`src/logic/ccs_pkg.sv`:
```
/*
  constants for the common command and status block: register offsets,
  field positions, defaults and codes.
  assumes byte addresses on an 8-bit register port with 32-bit data.
*/
`default_nettype none
package ccs_pkg;
  // register offsets
  localparam logic [7:0] A_CLS   = 8'h00; // write: clear status
  localparam logic [7:0] A_ESE   = 8'h04; // event enable mask
  localparam logic [7:0] A_ESR   = 8'h08; // event status, read clears
  localparam logic [7:0] A_SRE   = 8'h0c; // service request enable
  localparam logic [7:0] A_STB   = 8'h10; // status byte with mss
  localparam logic [7:0] A_PSC   = 8'h14; // power-on status clear flag
  localparam logic [7:0] A_OPC   = 8'h18; // write arms, read = done
  localparam logic [7:0] A_RST   = 8'h1c; // write: reset command
  localparam logic [7:0] A_IDN0  = 8'h20; // maker code
  localparam logic [7:0] A_IDN1  = 8'h24; // model code
  localparam logic [7:0] A_IDN2  = 8'h28; // serial number
  localparam logic [7:0] A_IDN3  = 8'h2c; // {main fw, option fw}
  localparam logic [7:0] A_OPT   = 8'h30; // installed board code
  localparam logic [7:0] A_ERR   = 8'h34; // error queue pop
  localparam logic [7:0] A_SPOLL = 8'h38; // serial poll, clears rqs
  localparam logic [7:0] A_OUT   = 8'h40; // output controls
  localparam logic [7:0] A_CHAN  = 8'h44; // channel selects
  localparam logic [7:0] A_TSRC  = 8'h48; // trigger sources
  localparam logic [7:0] A_TVOLT = 8'h4c; // triggered voltage target
  localparam logic [7:0] A_TCURR = 8'h50; // triggered current target
  localparam logic [7:0] A_DON   = 8'h54; // output on delay
  localparam logic [7:0] A_DOFF  = 8'h58; // output off delay
  localparam logic [7:0] A_LOCK  = 8'h5c; // panel lock
  // status byte and event status bit positions
  localparam int SB_EAV  = 2;
  localparam int SB_QUES = 3;
  localparam int SB_MAV  = 4;
  localparam int SB_ESB  = 5;
  localparam int SB_RQS  = 6;
  localparam int ES_OPC  = 0;
  localparam int ES_EXE  = 4;
  // limits, codes and defaults
  localparam logic [31:0] MASK_MAX   = 32'h0000_00ff;
  localparam logic [31:0] PSC_MAX    = 32'h0000_0001;
  localparam logic [15:0] ERR_RANGE  = 16'hff22; // -222 two's complement
  localparam logic [15:0] CURRENT_SETPOINT_MAX   = 16'hffff; // full-scale current
  localparam logic [15:0] VOLTAGE_SETPOINT_DFLT  = 16'h0000;
  localparam logic [15:0] DELAY_DFLT = 16'h0000;
  localparam logic [1:0]  CH_ONE     = 2'h0;
  localparam logic        SRC_BUS    = 1'b0;
  localparam logic [1:0]  TRK_OFF    = 2'h0;
  localparam logic [3:0]  COUP_NONE  = 4'h0;
  localparam logic        PSC_DFLT   = 1'b0;
  localparam logic [1:0]  BOARD_SER  = 2'h1; // serial-port board code
  localparam int          ERR_DEPTH  = 4;
  // identity values: arbitrary, not any real part
  localparam logic [31:0] MAKER_ID   = 32'h0000_0a5a;
  localparam logic [31:0] MODEL_ID   = 32'h0000_1234;
  localparam logic [31:0] SERIAL_NUM = 32'h0000_0001;
  localparam logic [15:0] FW_MAIN    = 16'h0100; // 1.00 in bcd
  localparam logic [15:0] FW_OPTION  = 16'h0101; // 1.01 in bcd
  localparam logic [15:0] FW_NONE    = 16'h0000; // 0.00
endpackage : ccs_pkg
`default_nettype wire

```
`src/logic/status_if.sv`:
```
/*
  signals between the command decoder and the status core.
  assumes both ends share one clock.
*/
`timescale 1ns/1ps
`default_nettype none
interface status_if;
  logic        cls;      // clear status pulse
  logic        esr_rd;   // event status read pulse
  logic        err_pop;  // error queue read pulse
  logic        log_err;  // push out-of-range code
  logic [7:0]  events;   // event bits to set this cycle
  logic [7:0]  esr;      // event status register
  logic [15:0] err_head; // oldest code, zero when empty
  logic        err_any;  // queue not empty
  modport core (input cls, esr_rd, err_pop, log_err, events,
                output esr, err_head, err_any);
  modport ctrl (output cls, esr_rd, err_pop, log_err, events,
                input esr, err_head, err_any);
endinterface : status_if
`default_nettype wire

```
`src/logic/status_core.sv`:
```
/*
  event status register and error queue.
  assumes pulses from the decoder last one cycle each.
*/
`timescale 1ns/1ps
`default_nettype none
module status_core
  import ccs_pkg::*;
(
  input  wire logic i_clk_sys,
  input  wire logic i_srst,
  status_if.core    st
);
  logic [15:0] queue [ERR_DEPTH]; // error codes, oldest at rd_ptr
  logic [1:0]  rd_ptr;            // oldest entry
  logic [1:0]  wr_ptr;            // next free entry
  logic [2:0]  count;             // entries held
  logic        push;              // accepted push
  logic        pop;               // accepted pop

  // a full queue drops the new code so the oldest cause survives
  assign push = st.log_err && (count != 3'(ERR_DEPTH));
  assign pop  = st.err_pop && (count != 3'h0);

  // event bits arriving with a clear or a read still land: set wins
  always_ff @(posedge i_clk_sys) begin
    if (i_srst) begin
      st.esr <= 8'h00;
    end else begin
      st.esr <= ((st.esr_rd || st.cls) ? 8'h00 : st.esr) | st.events;
    end
  end

  // queue pointers; clear empties the queue
  always_ff @(posedge i_clk_sys) begin
    if (i_srst || st.cls) begin
      rd_ptr <= 2'h0;
      wr_ptr <= 2'h0;
      count  <= 3'h0;
    end else begin
      if (push) begin
        wr_ptr <= wr_ptr + 2'h1;
      end
      if (pop) begin
        rd_ptr <= rd_ptr + 2'h1;
      end
      count <= count + 3'(push) - 3'(pop);
    end
  end

  // storage needs no reset; only counted entries are read
  always_ff @(posedge i_clk_sys) begin
    if (push) begin
      queue[wr_ptr] <= ERR_RANGE;
    end
  end

  assign st.err_any  = (count != 3'h0);
  assign st.err_head = st.err_any ? queue[rd_ptr] : 16'h0000;
endmodule : status_core
`default_nettype wire

```
`src/logic/common_command_status_logic.sv`:
```
/*
  common command handler: status byte, event status and enable masks,
  service request, identify, option, power-on status, reset defaults.
  assumes a register port with one-cycle strobes, read data one cycle
  after the read strobe, and a synchronous active-high factory reset.
  limitation: the error queue keeps only the first four codes of a burst
  of bad writes; later codes are dropped so the oldest cause survives.
*/
`timescale 1ns/1ps
`default_nettype none
module common_command_status_logic
  import ccs_pkg::*;
(
  input  wire logic        i_clk_sys,      // 20 MHz system clock
  input  wire logic        i_srst,         // factory reset
  input  wire logic [7:0]  i_addr,         // register byte address
  input  wire logic [31:0] i_wdata,        // write data
  input  wire logic        i_wr,           // write strobe
  input  wire logic        i_rd,           // read strobe
  input  wire logic        i_busy,         // commands still pending
  input  wire logic        i_power_on,     // power-up event pulse
  input  wire logic        i_ques_summary, // questionable summary
  input  wire logic        i_mav,          // message available
  input  wire logic [7:0]  i_dev_events,   // other event status bits
  input  wire logic [1:0]  i_board,        // installed board code
  output logic      [31:0] o_rdata,        // read data
  output logic             o_srq,          // service request
  output logic             o_output_enable,
  output logic             o_abort_meas,   // measurement abort pulse
  output logic             o_panel_lock
);
  status_if st ();

  status_core u_core (
    .i_clk_sys (i_clk_sys),
    .i_srst    (i_srst),
    .st        (st)
  );

  // range check shared by the mask and flag writes
  function automatic logic in_range(input logic [31:0] v,
                                    input logic [31:0] lim);
    in_range = (v <= lim);
  endfunction : in_range

  // write and read decode
  function automatic logic hit(input logic s, input logic [7:0] a,
                               input logic [7:0] r);
    hit = s && (a == r);
  endfunction : hit

  // status masks and flags
  logic [7:0]  ese;            // event enable mask
  logic [7:0]  sre;            // service request enable mask
  logic        psc;            // power-on status clear flag
  logic        opc_armed;      // operation complete pending
  logic        opc_fire;       // operation complete event
  logic        rqs;            // request service flag
  logic        summary_q;      // summary one cycle ago
  logic        summary;        // any enabled status bit
  logic [7:0]  stb;            // status byte without bit 6
  logic        rst_cmd;        // reset command strobe
  logic        bad_param;      // out-of-range write
  // settings that reset loads with defaults; power-up loads only some of them
  logic        tracking_on;    // tracking active, read only
  logic [1:0]  tracking_mode;
  logic        output_delay_enable;
  logic        powerup_output_state;
  logic [1:0]  command_channel_select;
  logic [1:0]  display_channel_select;
  logic [3:0]  channel_coupling;
  logic        seq_one_trigger_source;
  logic        seq_two_trigger_source;
  logic [15:0] triggered_voltage_target;
  logic [15:0] triggered_current_target;
  logic [15:0] output_on_delay;
  logic [15:0] output_off_delay;
  // decoded mask and flag writes
  logic        w_ese;          // event enable write
  logic        w_sre;          // service enable write
  logic        w_psc;          // power-on flag write

  // write decode and the read-only tracking bit
  assign tracking_on = (tracking_mode != TRK_OFF);
  assign w_ese   = hit(i_wr, i_addr, A_ESE);
  assign w_sre   = hit(i_wr, i_addr, A_SRE);
  assign w_psc   = hit(i_wr, i_addr, A_PSC);
  assign rst_cmd = hit(i_wr, i_addr, A_RST);

  // out-of-range parameters are not stored, only logged
  assign bad_param = (w_ese && !in_range(i_wdata, MASK_MAX))
                  || (w_sre && !in_range(i_wdata, MASK_MAX))
                  || (w_psc && !in_range(i_wdata, PSC_MAX));

  // strobes into the status core
  assign st.cls     = hit(i_wr, i_addr, A_CLS);
  assign st.esr_rd  = hit(i_rd, i_addr, A_ESR);
  assign st.err_pop = hit(i_rd, i_addr, A_ERR);
  assign st.log_err = bad_param;

  // the range error is an execution error in the event status
  always_comb begin
    st.events         = i_dev_events;
    st.events[ES_OPC] = i_dev_events[ES_OPC] | opc_fire;
    st.events[ES_EXE] = i_dev_events[ES_EXE] | bad_param;
  end

  // status byte; bit 6 is filled per query type
  always_comb begin
    stb           = 8'h00;
    stb[SB_EAV]   = st.err_any;
    stb[SB_QUES]  = i_ques_summary;
    stb[SB_MAV]   = i_mav;
    stb[SB_ESB]   = |(st.esr & ese);
  end

  // bit 6 is masked out so the flag cannot feed itself
  assign summary = |(stb & sre & ~(8'h01 << SB_RQS));

  // masks and power-on flag; power-up clears masks when flag is 1
  always_ff @(posedge i_clk_sys) begin
    if (i_srst) begin
      ese <= 8'h00;
      sre <= 8'h00;
      psc <= PSC_DFLT;
    end else if (i_power_on && psc) begin
      ese <= 8'h00;
      sre <= 8'h00;
    end else begin
      if (w_ese && in_range(i_wdata, MASK_MAX)) begin
        ese <= i_wdata[7:0];
      end
      if (w_sre && in_range(i_wdata, MASK_MAX)) begin
        sre <= i_wdata[7:0];
      end
      if (w_psc && in_range(i_wdata, PSC_MAX)) begin
        psc <= i_wdata[0];
      end
    end
  end

  // operation complete waits for pending commands to drain
  // an arm with nothing pending fires on the very next edge
  always_ff @(posedge i_clk_sys) begin
    if (i_srst || st.cls) begin
      opc_armed <= 1'b0;
      opc_fire  <= 1'b0;
    end else begin
      opc_fire  <= opc_armed && !i_busy;
      if (hit(i_wr, i_addr, A_OPC)) begin
        opc_armed <= 1'b1;
      end else if (!i_busy) begin
        opc_armed <= 1'b0;
      end
    end
  end

  // request service: set on a rising summary, cleared by poll or clear
  // a summary that stays high raises only one request
  always_ff @(posedge i_clk_sys) begin
    if (i_srst) begin
      rqs       <= 1'b0;
      summary_q <= 1'b0;
    end else begin
      summary_q <= summary;
      if (summary && !summary_q) begin
        rqs <= 1'b1;
      end else if (st.cls || hit(i_rd, i_addr, A_SPOLL)) begin
        rqs <= 1'b0;
      end
    end
  end

  // service request line follows enabled status
  always_ff @(posedge i_clk_sys) begin
    if (i_srst) begin
      o_srq <= 1'b0;
    end else begin
      o_srq <= summary;
    end
  end

  // output state: off on factory and command reset
  always_ff @(posedge i_clk_sys) begin
    if (i_srst || rst_cmd) begin
      o_output_enable <= 1'b0;
    end else if (i_power_on) begin
      o_output_enable <= powerup_output_state;
    end else if (hit(i_wr, i_addr, A_OUT)) begin
      o_output_enable <= i_wdata[0];
    end
  end

  // output options; delay enable survives a power cycle
  // tracking restarts off so a stale reference is never reused
  always_ff @(posedge i_clk_sys) begin
    if (i_srst || rst_cmd) begin
      output_delay_enable  <= 1'b0;
      powerup_output_state <= 1'b0;
      tracking_mode        <= TRK_OFF;
    end else if (i_power_on) begin
      tracking_mode        <= TRK_OFF;
    end else if (hit(i_wr, i_addr, A_OUT)) begin
      output_delay_enable  <= i_wdata[1];
      powerup_output_state <= i_wdata[2];
      tracking_mode        <= i_wdata[5:4];
    end
  end

  // channel selects; display channel is kept across power-up
  always_ff @(posedge i_clk_sys) begin
    if (i_srst || rst_cmd) begin
      command_channel_select <= CH_ONE;
      display_channel_select <= CH_ONE;
      channel_coupling       <= COUP_NONE;
    end else if (i_power_on) begin
      command_channel_select <= CH_ONE;
      channel_coupling       <= COUP_NONE;
    end else if (hit(i_wr, i_addr, A_CHAN)) begin
      command_channel_select <= i_wdata[1:0];
      display_channel_select <= i_wdata[3:2];
      channel_coupling       <= i_wdata[7:4];
    end
  end

  // trigger sources and targets: defaults at every start
  // a reset command and a power-up load the same values here
  always_ff @(posedge i_clk_sys) begin
    if (i_srst || rst_cmd || i_power_on) begin
      seq_one_trigger_source   <= SRC_BUS;
      seq_two_trigger_source   <= SRC_BUS;
      triggered_voltage_target <= VOLTAGE_SETPOINT_DFLT;
      triggered_current_target <= CURRENT_SETPOINT_MAX;
    end else begin
      if (hit(i_wr, i_addr, A_TSRC)) begin
        seq_one_trigger_source <= i_wdata[0];
        seq_two_trigger_source <= i_wdata[1];
      end
      if (hit(i_wr, i_addr, A_TVOLT)) begin
        triggered_voltage_target <= i_wdata[15:0];
      end
      if (hit(i_wr, i_addr, A_TCURR)) begin
        triggered_current_target <= i_wdata[15:0];
      end
    end
  end

  // delays are non-volatile: power-up leaves them alone
  always_ff @(posedge i_clk_sys) begin
    if (i_srst || rst_cmd) begin
      output_on_delay  <= DELAY_DFLT;
      output_off_delay <= DELAY_DFLT;
    end else begin
      if (hit(i_wr, i_addr, A_DON)) begin
        output_on_delay <= i_wdata[15:0];
      end
      if (hit(i_wr, i_addr, A_DOFF)) begin
        output_off_delay <= i_wdata[15:0];
      end
    end
  end

  // panel lock: of the resets, only the factory reset clears it
  // a remote reset must not unlock a panel locked on purpose
  always_ff @(posedge i_clk_sys) begin
    if (i_srst) begin
      o_panel_lock <= 1'b0;
    end else if (hit(i_wr, i_addr, A_LOCK)) begin
      o_panel_lock <= i_wdata[0];
    end
  end

  // measurement abort pulse on the reset command
  // one pulse per command; the measurement side stops on it
  always_ff @(posedge i_clk_sys) begin
    if (i_srst) begin
      o_abort_meas <= 1'b0;
    end else begin
      o_abort_meas <= rst_cmd;
    end
  end

  // read data, valid in the cycle after the strobe only
  // a cycle without a strobe zeroes the word so nothing stale lingers
  always_ff @(posedge i_clk_sys) begin
    if (i_srst || !i_rd) begin
      o_rdata <= 32'h0000_0000;
    end else begin
      unique case (i_addr)
        A_ESE:   o_rdata <= {24'h00_0000, ese};
        A_ESR:   o_rdata <= {24'h00_0000, st.esr};
        A_SRE:   o_rdata <= {24'h00_0000, sre};
        A_STB:   o_rdata <= {24'h00_0000,
                             stb | ({7'h00, summary} << SB_RQS)};
        A_SPOLL: o_rdata <= {24'h00_0000,
                             stb | ({7'h00, rqs} << SB_RQS)};
        A_PSC:   o_rdata <= {31'h0000_0000, psc};
        A_OPC:   o_rdata <= {31'h0000_0000,
                             !i_busy && !opc_armed};
        A_IDN0:  o_rdata <= MAKER_ID;
        A_IDN1:  o_rdata <= MODEL_ID;
        A_IDN2:  o_rdata <= SERIAL_NUM;
        A_IDN3:  o_rdata <= {FW_MAIN, (i_board == BOARD_SER) ?
                             FW_NONE : FW_OPTION};
        A_OPT:   o_rdata <= {30'h0000_0000, i_board};
        A_ERR:   o_rdata <= {16'h0000, st.err_head};
        A_OUT:   o_rdata <= {26'h000_0000, tracking_mode,
                             tracking_on, powerup_output_state,
                             output_delay_enable, o_output_enable};
        A_CHAN:  o_rdata <= {24'h00_0000, channel_coupling,
                             display_channel_select,
                             command_channel_select};
        A_TSRC:  o_rdata <= {30'h0000_0000, seq_two_trigger_source,
                             seq_one_trigger_source};
        A_TVOLT: o_rdata <= {16'h0000, triggered_voltage_target};
        A_TCURR: o_rdata <= {16'h0000, triggered_current_target};
        A_DON:   o_rdata <= {16'h0000, output_on_delay};
        A_DOFF:  o_rdata <= {16'h0000, output_off_delay};
        A_LOCK:  o_rdata <= {31'h0000_0000, o_panel_lock};
        default: o_rdata <= 32'h0000_0000;                     // unmapped
      endcase
    end
  end
endmodule : common_command_status_logic
`default_nettype wire

```
`config.mk`:
```
export PLATFORM = sky130hd
export DESIGN_NAME = common_command_status_logic
export DESIGN_NICKNAME = d
export VERILOG_FILES = /design/src/logic/ccs_pkg.sv /design/src/logic/status_if.sv /design/src/logic/status_core.sv /design/src/logic/common_command_status_logic.sv
export SDC_FILE = /design/constraint.sdc
export NUM_CORES = 1
export LEC_CHECK = 0
export BUFFER_PORTS_ARGS = -buffer_cell sky130_fd_sc_hd__buf_4
export CAP_MARGIN = 30
export CORE_MARGIN = 4
export CORE_UTILIZATION = 40
export CTS_CLUSTER_SIZE = 30
export DETAILED_ROUTE_END_ITERATION = 8
export PLACE_DENSITY = 0.7
export SLEW_MARGIN = 10
export SYNTH_ARGS = -nofsm -noshare
export SYNTH_HDL_FRONTEND = slang
export SYNTH_SLANG_ARGS = --single-unit
```
`constraint.sdc`:
```
create_clock -name i_clk_sys -period 3.9 [get_ports i_clk_sys]
set_input_delay 0.78 -clock i_clk_sys [delete_from_list [all_inputs] [get_ports i_clk_sys]]
set_output_delay 0.78 -clock i_clk_sys [all_outputs]
set_load 0.01 [all_outputs]
```
After elaboration in Yosys (flattened, before gate mapping)
Cells that the tools add are included.
- $lt $le $gt $ge: 2
- reductions and logical operators: 55
- $add $sub $neg: 2
- equal/unequal tests: 25
- multiplexer cells: 10
- bitwise logic cells: 9
- operators by type and width (operator ; number):
    case mux 25 bit (21 select lines) ; 1
    == test 8 x 7 -> 1 bit (second input constant) ; 8
    == test 8 x 6 -> 1 bit (second input constant) ; 7
    == test 8 x 5 -> 1 bit (second input constant) ; 4
    less-or-equal comparator 32 x 1 -> 1 bit (second input constant) ; 1
    less-or-equal comparator 32 x 8 -> 1 bit (second input constant) ; 1
    logical AND 1 bit ; 29
    == test 8 x 4 -> 1 bit (second input constant) ; 2
    two-way mux 16 bit ; 1
    bitwise OR 6 x 7 -> 7 bit ; 2
    two-way mux 9 bit ; 1
    AND 6 x 8 -> 8 bit ; 1
    AND 8 bit ; 1
    == test 8 x 3 -> 1 bit (second input constant) ; 1
    logical NOT 8 bit ; 1
    logical OR 1 bit ; 8
    two-way mux 8 bit ; 1
    bitwise OR 8 bit ; 1
    OR reduction 8 bit ; 1
    OR reduction 7 bit ; 1
    logical NOT 1 bit ; 6
    two-way mux 1 bit ; 6
    AND reduction 2 bit ; 3
    nonzero test 2 bit ; 3
    other kinds (9) ; 12
- output and inout port bits: 36
- logic and storage cells: 128
- flip-flop bits (word level): 145
- bits of input ports: 58

Depth between registers and ports, before layout
Gate-level depths: netlist of the first run.
- word-level depth: 8
- mapped depth: 11
- gate-level depth less buffers: 10

Modules after synthesis
Synthesis of the first run repeated with hierarchy kept, for this count alone.
- cells, all modules: 722
- area, all modules: 6279.8 um^2
- by module, submodules not included (module ; cells each ; instances ; area an instance (um^2) ; sequential area each (um^2)):
    common_command_status_logic ; 654 ; 1 ; 5656.7 ; 2382.3
    status_core ; 68 ; 1 ; 623.1 ; 220.2

Least setup slack after synthesis of the first run
No wires, ideal clock.
- path kind: input port to flip-flop
- from: input i_wdata[21]
- to: register u_core.count[2]
- library setup time: 115 ps
- arrival: 2829 ps
- stages: 10
- setup slack: 956 ps
- buffers on the path: 0
- cell sequence: nor4_1 nand4_2 nor3_1 o32a_1 a31oi_1 ha_1 fa_1 xnor2_1 xnor2_1 and2_1
- word-level cells in the longest chain between the ends: 8
- elaborated cells between the ends (all ways): 12
- classes of those cells: add/sub (2); order compare (2); reduce/logical (8)
- RTL lines (what ; RTL line ; source):
    start: declaration ; common_command_status_logic.sv:17 ; input wire logic [31:0] i_wdata,
    less-or-equal comparator 32 x 8 -> 1 bit ; common_command_status_logic.sv:43 ; in_range = (v <= lim);
    logical NOT 1 bit ; common_command_status_logic.sv:91, common_command_status_logic.sv:92 ;
    logical AND 1 bit (on tied branches) ; common_command_status_logic.sv:91, common_command_status_logic.sv:92 ;
    logical OR 1 bit ; common_command_status_logic.sv:92 ; || (w_sre && !in_range(i_wdata, MASK_MAX))
    logical OR 1 bit * ; common_command_status_logic.sv:93 ; || (w_psc && !in_range(i_wdata, PSC_MAX));
    logical AND 1 bit * ; status_core.sv:22 ; assign push = st.log_err && (count != 3'(ERR_DEPTH));
    adder 3 x 1 -> 3 bit * ; status_core.sv:47 ; count <= count + 3'(push) - 3'(pop);
    subtractor 3 x 1 -> 3 bit * ; status_core.sv:47 ;
    end signal: assignment ; status_core.sv:47 ;
    end: declaration ; status_core.sv:17 ; logic [2:0] count;
Every way passes the cells marked *; elsewhere a longest branch is shown, timed or not.
A chain may end at the register's enable or synchronous reset.

Worst setup path in the final report of the first run
- from: input i_wdata[12]
- to: register u_core.count[2]
Same word-level chain as after synthesis.

==> results by group, run 1 <==
Detailed routing
  – Residual antenna-violating net count after detailed routing: 0
  – Router iterations before antenna repair: 6
  – Per-cell via count in the routed design: 5.84
  – Post-DR wirelength/cell: 20.5 microns
  – Total wire length: 18600 microns
  – Number of design rule violations left after detail routing: 0
  – 1st-iter DRT viols: 815
  – Via count: 5318

Clocking
  – Clk buf depth: 2
  – TritonCTS clock tree: yes
  – Buffer type at the clock tree root: clkbuf_16
  – Post-CTS Setup Inserts: 0
  – H-tree levels: 4
  – Post-CTS Resized: 0
  – Clock Pin Slew Worst Setup and Hold Paths: 0.06 ns
  – Latest clock arrival within the worst-skew pair: 0.42 ns
  – Hold buffer count at CTS: 0
  – Clock sink total: 130
  – Number of clock buffers inserted by TritonCTS: 17

GRT
  – Wire length of the first global-routing pass: 28300 microns
  – Global routing usage summed across all routing layers: 21.8%
  – Maximum number of pins on one net before global-route repair: 37
  – Antenna violations before repair: 0
  – Grt total ovfl: 0
  – Vias in the first global route: 5135

Die
  – Initial core utilization: 40.8%
  – Site Rows: 44
  – Floorplan core area: 14500 sq um
  – IO Pins: 94
  – Chip height: 130 microns
  – X dimension of the die: 130 microns
  – Full die area: 16900 sq um

Timing
  – Post-route clock period utilization: 77.5%
  – Highest attainable clock frequency: 331 MHz
  – Post-layout worst setup margin: 0.879 ns
  – Clock period minus worst slack: 3.02 ns
  – Number of max-slew violations in the final report: 0
  – Final Hold Slack: 0.462 ns
  – Final number of hold-violating endpoints: 0
  – Rel. slew slack: 40.5%
  – Final setup violation count: 0
  – Total negative slack for setup checks: 0 ns
  – Slew @ Worst Pin: 0.885 ns
  – Setup repair after global routing missed its margin: no
  – Worst clock skew on the final layout: 0.00690 ns

Yosys
  – Simple-gate area share of the yosys netlist: 20.9%
  – Top FF cell, synth: dfxtp_1
  – Dominant combinational cell family by area after synthesis: simple AND/OR/NAND/NOR gates
  – Cell count after synthesis: 648
  – Number of distinct library cell variants in the gate-level netlist after synthesis: 57
  – Post-synthesis area per instance: 9.16 sq um
  – Xor-xnor portion of the synthesized cell area: 0.295%
  – Adder and majority gate portion of the synthesized area: 0.759%
  – Number of synthesized flops with an enable pin: 0
  – Portion of the post-synthesis area used by sequential elements: 43.8%
  – Proportion of synthesized area in mux cells: 14.7%
  – Post-synthesis compound-gate area fraction: 13.6%
  – Number of register bits inferred by synthesis: 130
  – Async set or reset register ratio after synthesis: 0%
  – Yosys warning total: 0
  – Total standard cell area after synthesis: 5940 sq um

Cells and area
  – Post-layout instance count excluding filler cells: 910
  – Antenna diode count: 0
  – Nets: 774
  – Growth of design area from synthesis to finish: 21.5%
  – Number of filler instances in the final layout: 1339
  – Proportion of layout cells with a drive suffix above 1: 21.6%

Power and ir drop
  – Leakage component of the power: 3.16 nW
  – Max VDD drop: 259 uV
  – Power per unit of standard cell area: 435 nW/um^2
  – PnR Total Power: 3.14 mW

Min path
  – Worst hold-check path type: register to register
  – Hold_sp: opc_fire

Run
  – Number of maximum-capacitance violations: 0

Setup path
  – Critical path peak fanout: 5
  – Crit path largest cell delay: 0.42 ns
  – CP required: 4.21 ns
  – Master of the slowest instance on the critical path: nor3_1
  – Crit-path most repeated cell: xnor2_1
  – Critical path cell sequence: buf_4 -> nor4_2 -> nand4_2 -> nor3_1 -> o32a_1 -> a31oi_1 -> ha_1 -> fa_1 -> xnor2_1 -> xnor2_1 -> and2_1
  – WP data arrival: 3.33 ns
  – Critical path startpoint category: primary input
  – R2r startpoint: u_core.count[0]
  – Endpoint class of the critical path: register
  – Critical path startpoint: i_wdata[12]
  – Category of the most critical setup path: primary input to register

Place
  – Weighted congestion at the end of routability-driven global placement: 0.935
  – HPWL after detailed placement: 12800 microns
  – Pre-CTS setup slack: 0.512 ns
  – Instance count after placement with tap cells included: 878
  – Number of buffers inserted by port buffering: 78

Run status
  – Result of the run: finished clean
-- flip-flops by register name, indices dropped and copies added, names as in the netlist, 2 cells and up --
register / cells
sre: 8
display_channel_select: 2
ese: 8
channel_coupling: 4
tracking_mode: 2
u_core.st.esr: 8
command_channel_select: 2
o_rdata: 17
output_off_delay: 16
triggered_voltage_target: 16
triggered_current_target: 16
output_on_delay: 16
u_core.count: 3
-- placed cells by master, fill, tap and decap left out, types with 5 or more instances in the layout --
cell type,n
dfxtp_1,130
nor2_1,96
buf_4,92
mux2i_1,84
nand2_1,59
nand3_1,27
a22oi_1,27
a21oi_1,24
clkbuf_16,17
conb_1,15
a31oi_1,13
a22o_1,13
nor2_2,10
inv_1,9
and2_1,8
a222oi_1,7
inv_6,7
nor4_2,5
a221oi_1,5
-- layout make-up --
cell class	instances	area, sq um	area share (%)
Multi-Input combinational cell	462	3050	42.3
Sequential cell	130	2600	36.1
Timing Repair Buffer	93	702	9.73
Clock buffer	17	425	5.90
Tap cell	184	230	3.19
Clock inverter	15	171	2.38
Inverter	9	33.8	0.468
-- through the flow --
step / area [sq um] / utilization [%]
2_1_floorplan: 5990 / -
3_3_place_gp: 6610 / 45.5
3_5_place_dp: 6620 / 45.5
4_1_cts: 7210 / 49.6
5_1_grt: 7210 / 49.6
6_report: 7210 / 49.6
-- report_power, final --
group	total, mW	internal [mW]	switching, mW	leakage (nW)
logic	0.179	0.0661	0.113	1.83
registers	1.34	1.33	0.00916	1.05
clock network	1.61	0.959	0.653	0.280
total	3.14	2.36	0.775	3.16
-- synthesized netlist by cell type (all sizes together) (3+ instances only) --
cell,number,share of area [%]
a31oi,13,1.4
nor2,106,7.1
clkbuf,27,1.7
nor2b,4,0.42
a221oi,5,0.74
a22o,13,1.9
o22ai,4,0.42
a21oi,24,2.0
mux2i,84,14
and2,8,0.84
nand3,28,2.4
a222oi,7,1.2
inv,9,0.57
buf,34,3.6
nor4,11,2.1
dfxtp,130,44
a22oi,27,3.4
o21ai,5,0.42
nor4b,6,1.6
a211oi,4,0.51
nand3b,3,0.38
nand2,62,4.0
-- worst max-delay path: cells and delay by family --
family          cells  cell delay (ns)
fa+ha+maj           2             0.59
xor+xnor            2             0.28
simple gates        4             1.23
compound gates      2             0.33
buf+inv             1             0.13
-- logic make-up after synthesis --
group | count (synthesis)
muxes | 86
xor gates and xnor gates | 2
AOI/OAI and AO/OA | 113
other | 1
buffers and inverters | 70
adders and majority gates | 3
DFF | 130
and+or+nand+nor | 243
-- per-layer routing --
metal / part of all wire, % / track usage [%] / vias to the layer above
met1: 39 / 27.5 / 2541
met2: 47 / 35.0 / 321
met3: 11 / 6.39 / 41
met5: 0 / 0 / -
li1: - / - / 2415
met4: 2.9 / 8.80 / 0
-- final timing paths --
| path | to | slack, ns | cells after the start |
|---|---|---|---|
| worst max-delay path | u_core.count[2] | 0.88 | 11 |
| worst min-delay path | u_core.st.esr[0] | 0.46 | 2 |
| worst max register to register | u_core.count[2] | 1.28 | 11 |
| worst min register to register | u_core.st.esr[0] | 0.46 | 2 |
(Power assumes the default switching activity.)
==> run 2: changes to the inputs <==
==> constraint.sdc (replaced) <==
create_clock -name i_clk_sys -period 3 [get_ports i_clk_sys]
set_input_delay 0.6 -clock i_clk_sys [delete_from_list [all_inputs] [get_ports i_clk_sys]]
set_output_delay 0.6 -clock i_clk_sys [all_outputs]
set_load 0.01 [all_outputs]
==> run 2 against run 1 <==
Compared with the run above: die area unchanged; cell count increased by 1.2%; global-route usage increased by 0.091 points; clock power increased by 38%; wire length decreased by 0.53%; sequential share of layout area decreased by 0.60 points; clock skew increased by 0.0013 ns; via count increased by 1.4%; worst setup slack got worse by 0.47 ns; combinational power increased by 31%; core utilization increased by 0.84 points; critical path type unchanged; largest power group unchanged.
==> results by group, run 2 (same netlist as run 1, synthesis figures left out) <==
Run status
  – Result of the run: finished clean (unchanged)

Detailed routing
  – Via count: 5394 (was 5318)
  – Per-cell via count in the routed design: 5.86 (was 5.84)
  – Post-DR wirelength/cell: 20.1 microns (was 20.5 microns)
  – Residual antenna-violating net count after detailed routing: 0 (unchanged)
  – Total wire length: 18500 microns (was 18600 microns)
  – Number of design rule violations left after detail routing: 0 (unchanged)
  – 1st-iter DRT viols: 665 (was 815)
  – Router iterations before antenna repair: 5 (was 6)

Cells and area
  – Number of flip-flops under the largest register name: 17 (unchanged)
  – Antenna diode count: 0 (unchanged)
  – Proportion of layout cells with a drive suffix above 1: 22.8% (was 21.6%)
  – Top library cells by usage in the layout, fill and taps aside: 130 x dfxtp_1, 103 x buf_4, 96 x nor2_1, 84 x mux2i_1, 59 x nand2_1 (was 130 x dfxtp_1, 96 x nor2_1, 92 x buf_4, 84 x mux2i_1, 59 x nand2_1)
  – Commonest non-fill, non-tap cell in the layout: dfxtp_1 (unchanged)
  – Nets: 785 (was 774)
  – Most flop-heavy register: o_rdata (unchanged)
  – Final design instance area without fill: 7340 sq um (was 7210 sq um)
  – Growth of design area from synthesis to finish: 23.6% (was 21.5%)

Min path
  – Hold_sp: i_dev_events[7] (was opc_fire)
  – Worst hold-check path type: primary input to register (was register to register)
  – Hold Crit Endpoint: u_core.st.esr[7] (was u_core.st.esr[0])
  – Hold-critical path depth: 3 (was 2)

Die
  – X dimension of the die: 130 microns (unchanged)
  – Site Rows: 44 (unchanged)
  – Initial core utilization: 40.8% (unchanged)
  – Floorplan core area: 14500 sq um (unchanged)
  – Chip height: 130 microns (unchanged)
  – Full die area: 16900 sq um (unchanged)
  – IO Pins: 94 (unchanged)

Clocking
  – Clock sink total: 130 (unchanged)
  – Post-CTS Resized: 0 (unchanged)
  – Latest clock arrival within the worst-skew pair: 0.42 ns (about the same)
  – Clk buf depth: 2 (unchanged)
  – Clock Pin Slew Worst Setup and Hold Paths: 0.06 ns (about the same)
  – TritonCTS clock tree: yes (unchanged)
  – Post-CTS Setup Inserts: 0 (unchanged)
  – Number of clock buffers inserted by TritonCTS: 17 (unchanged)
  – H-tree levels: 4 (unchanged)
  – Buffer type at the clock tree root: clkbuf_16 (unchanged)
  – Hold buffer count at CTS: 0 (unchanged)

Setup path
  – R2r startpoint: u_core.count[0] (unchanged)
  – Endpoint class of the critical path: register (unchanged)
  – CP required: 3.31 ns (was 4.21 ns)
  – R2r setup slk: 0.55 ns (was 1.28 ns)
  – Critical path startpoint: i_wdata[12] (unchanged)
  – Category of the most critical setup path: primary input to register (unchanged)
  – WP data arrival: 2.90 ns (was 3.33 ns)
  – Critical path startpoint category: primary input (unchanged)
  – Worst Reg-to-Reg Cells: 10 (was 11)
  – FF-to-FF End: u_core.count[2] (unchanged)
  – Critical path peak fanout: 5 (unchanged)

GRT
  – Antenna violations before repair: 0 (unchanged)
  – Wire length of the first global-routing pass: 28500 microns (was 28300 microns)
  – Global routing usage summed across all routing layers: 21.9% (was 21.8%)
  – Maximum number of pins on one net before global-route repair: 38 (was 37)
  – Grt total ovfl: 0 (unchanged)
  – Vias in the first global route: 5278 (was 5135)

Power and ir drop
  – Cell Int Power: 3.26 mW (was 2.36 mW)
  – Switching power: 0.940 mW (was 0.775 mW)
  – Leakage component of the power: 3.24 nW (was 3.16 nW)
  – Power per unit of standard cell area: 572 nW/um^2 (was 435 nW/um^2)
  – Max VDD drop: 443 uV (was 259 uV)
  – Sw Share: 22.4% (was 24.7%)
  – Part of the total power dissipated in sequential elements: 41.6% (was 42.9%)
  – Clock power share: 52.8% (was 51.4%)
  – Proportion of power drawn by combinational gates: 5.6% (was 5.7%)

Timing
  – Final setup violation count: 0 (unchanged)
  – Slew @ Worst Pin: 0.819 ns (was 0.885 ns)
  – Highest attainable clock frequency: 386 MHz
  – Rel. slew slack: 45.2% (was 40.5%)
  – Total negative slack for setup checks: 0 ns (unchanged)
  – Worst clock skew on the final layout: 0.00821 ns (was 0.00690 ns)
  – Clock period minus worst slack: 2.59 ns
  – Post-route clock period utilization: 86.5%
  – Setup repair after global routing missed its margin: no (unchanged)
  – Final number of hold-violating endpoints: 0 (unchanged)
  – Number of max-slew violations in the final report: 0 (unchanged)

Place
  – Weighted congestion at the end of routability-driven global placement: 0.880 (was 0.935)
  – Number of buffers inserted by port buffering: 78 (unchanged)
  – Area post-placement: 6700 sq um (was 6620 sq um)
  – HPWL after detailed placement: 12800 microns (about the same)

Run
  – Number of maximum-capacitance violations: 0 (unchanged)
-- run 2: worst max path at each step --
stage / end / slack (ns)
after floorplan: u_core.count[2] / 0.24
after global placement: u_core.count[2] / 0.07
after detailed placement: u_core.count[2] / 0.07
after CTS: u_core.count[2] / 0.43
after global routing: u_core.count[2] / 0.35
final: u_core.count[2] / 0.41
-- run 2: area by class of cell --
class	count	area, sq um
clock buffer	19	453
fill	1306	7200
timing repair buffer	104	785
sequential	130	2600
tap	184	230
clock inverter	13	184
inverter	9	33.8
multi-input combinational	462	3050
-- run 2: power by group through the flow --
stage                     clock, mW  sequential [mW]  combinational [mW]
after global placement            0             1.78               0.224
after floorplan                   0             1.78               0.127
after CTS                      2.23             1.75               0.230
final                          2.22             1.75               0.234
after detailed placement          0             1.78               0.229
after global routing           2.30             1.75               0.251
-- run 2: worst max-delay path, stage by stage --
cell     delay (ns)
buf_4          0.13
nor4_2         0.38
nand4_2        0.19
nor3_1         0.31
o32a_1         0.24
a31oi_1        0.05
ha_1           0.21
fa_1           0.38
xnor2_1        0.14
xnor2_1        0.12
and2_1         0.15
-- run 2: metal layers --
| metal | track usage [%] | wire length, microns |
|---|---|---|
| met2 | 35.1 | 8630 |
| met5 | 0 | 0 |
| met3 | 5.57 | 1840 |
| met1 | 27.8 | 7430 |
| met4 | 9.84 | 614 |
-- run 2: through the flow --
stage / power (mW) / utilization [%] / setup WS (ns) / cells / hold slack (ns)
floorplan: 1.90 / - / 0.236 / 662 / 0.417
global placement: 2.01 / 46.0 / 0.0743 / 888 / 0.430
detailed placement: 2.01 / 46.1 / 0.0732 / 889 / 0.445
CTS: 4.20 / 50.5 / 0.429 / 921 / 0.385
global route: 4.30 / 50.5 / 0.347 / 921 / 0.398
finish: 4.20 / 50.5 / 0.406 / 921 / 0.390
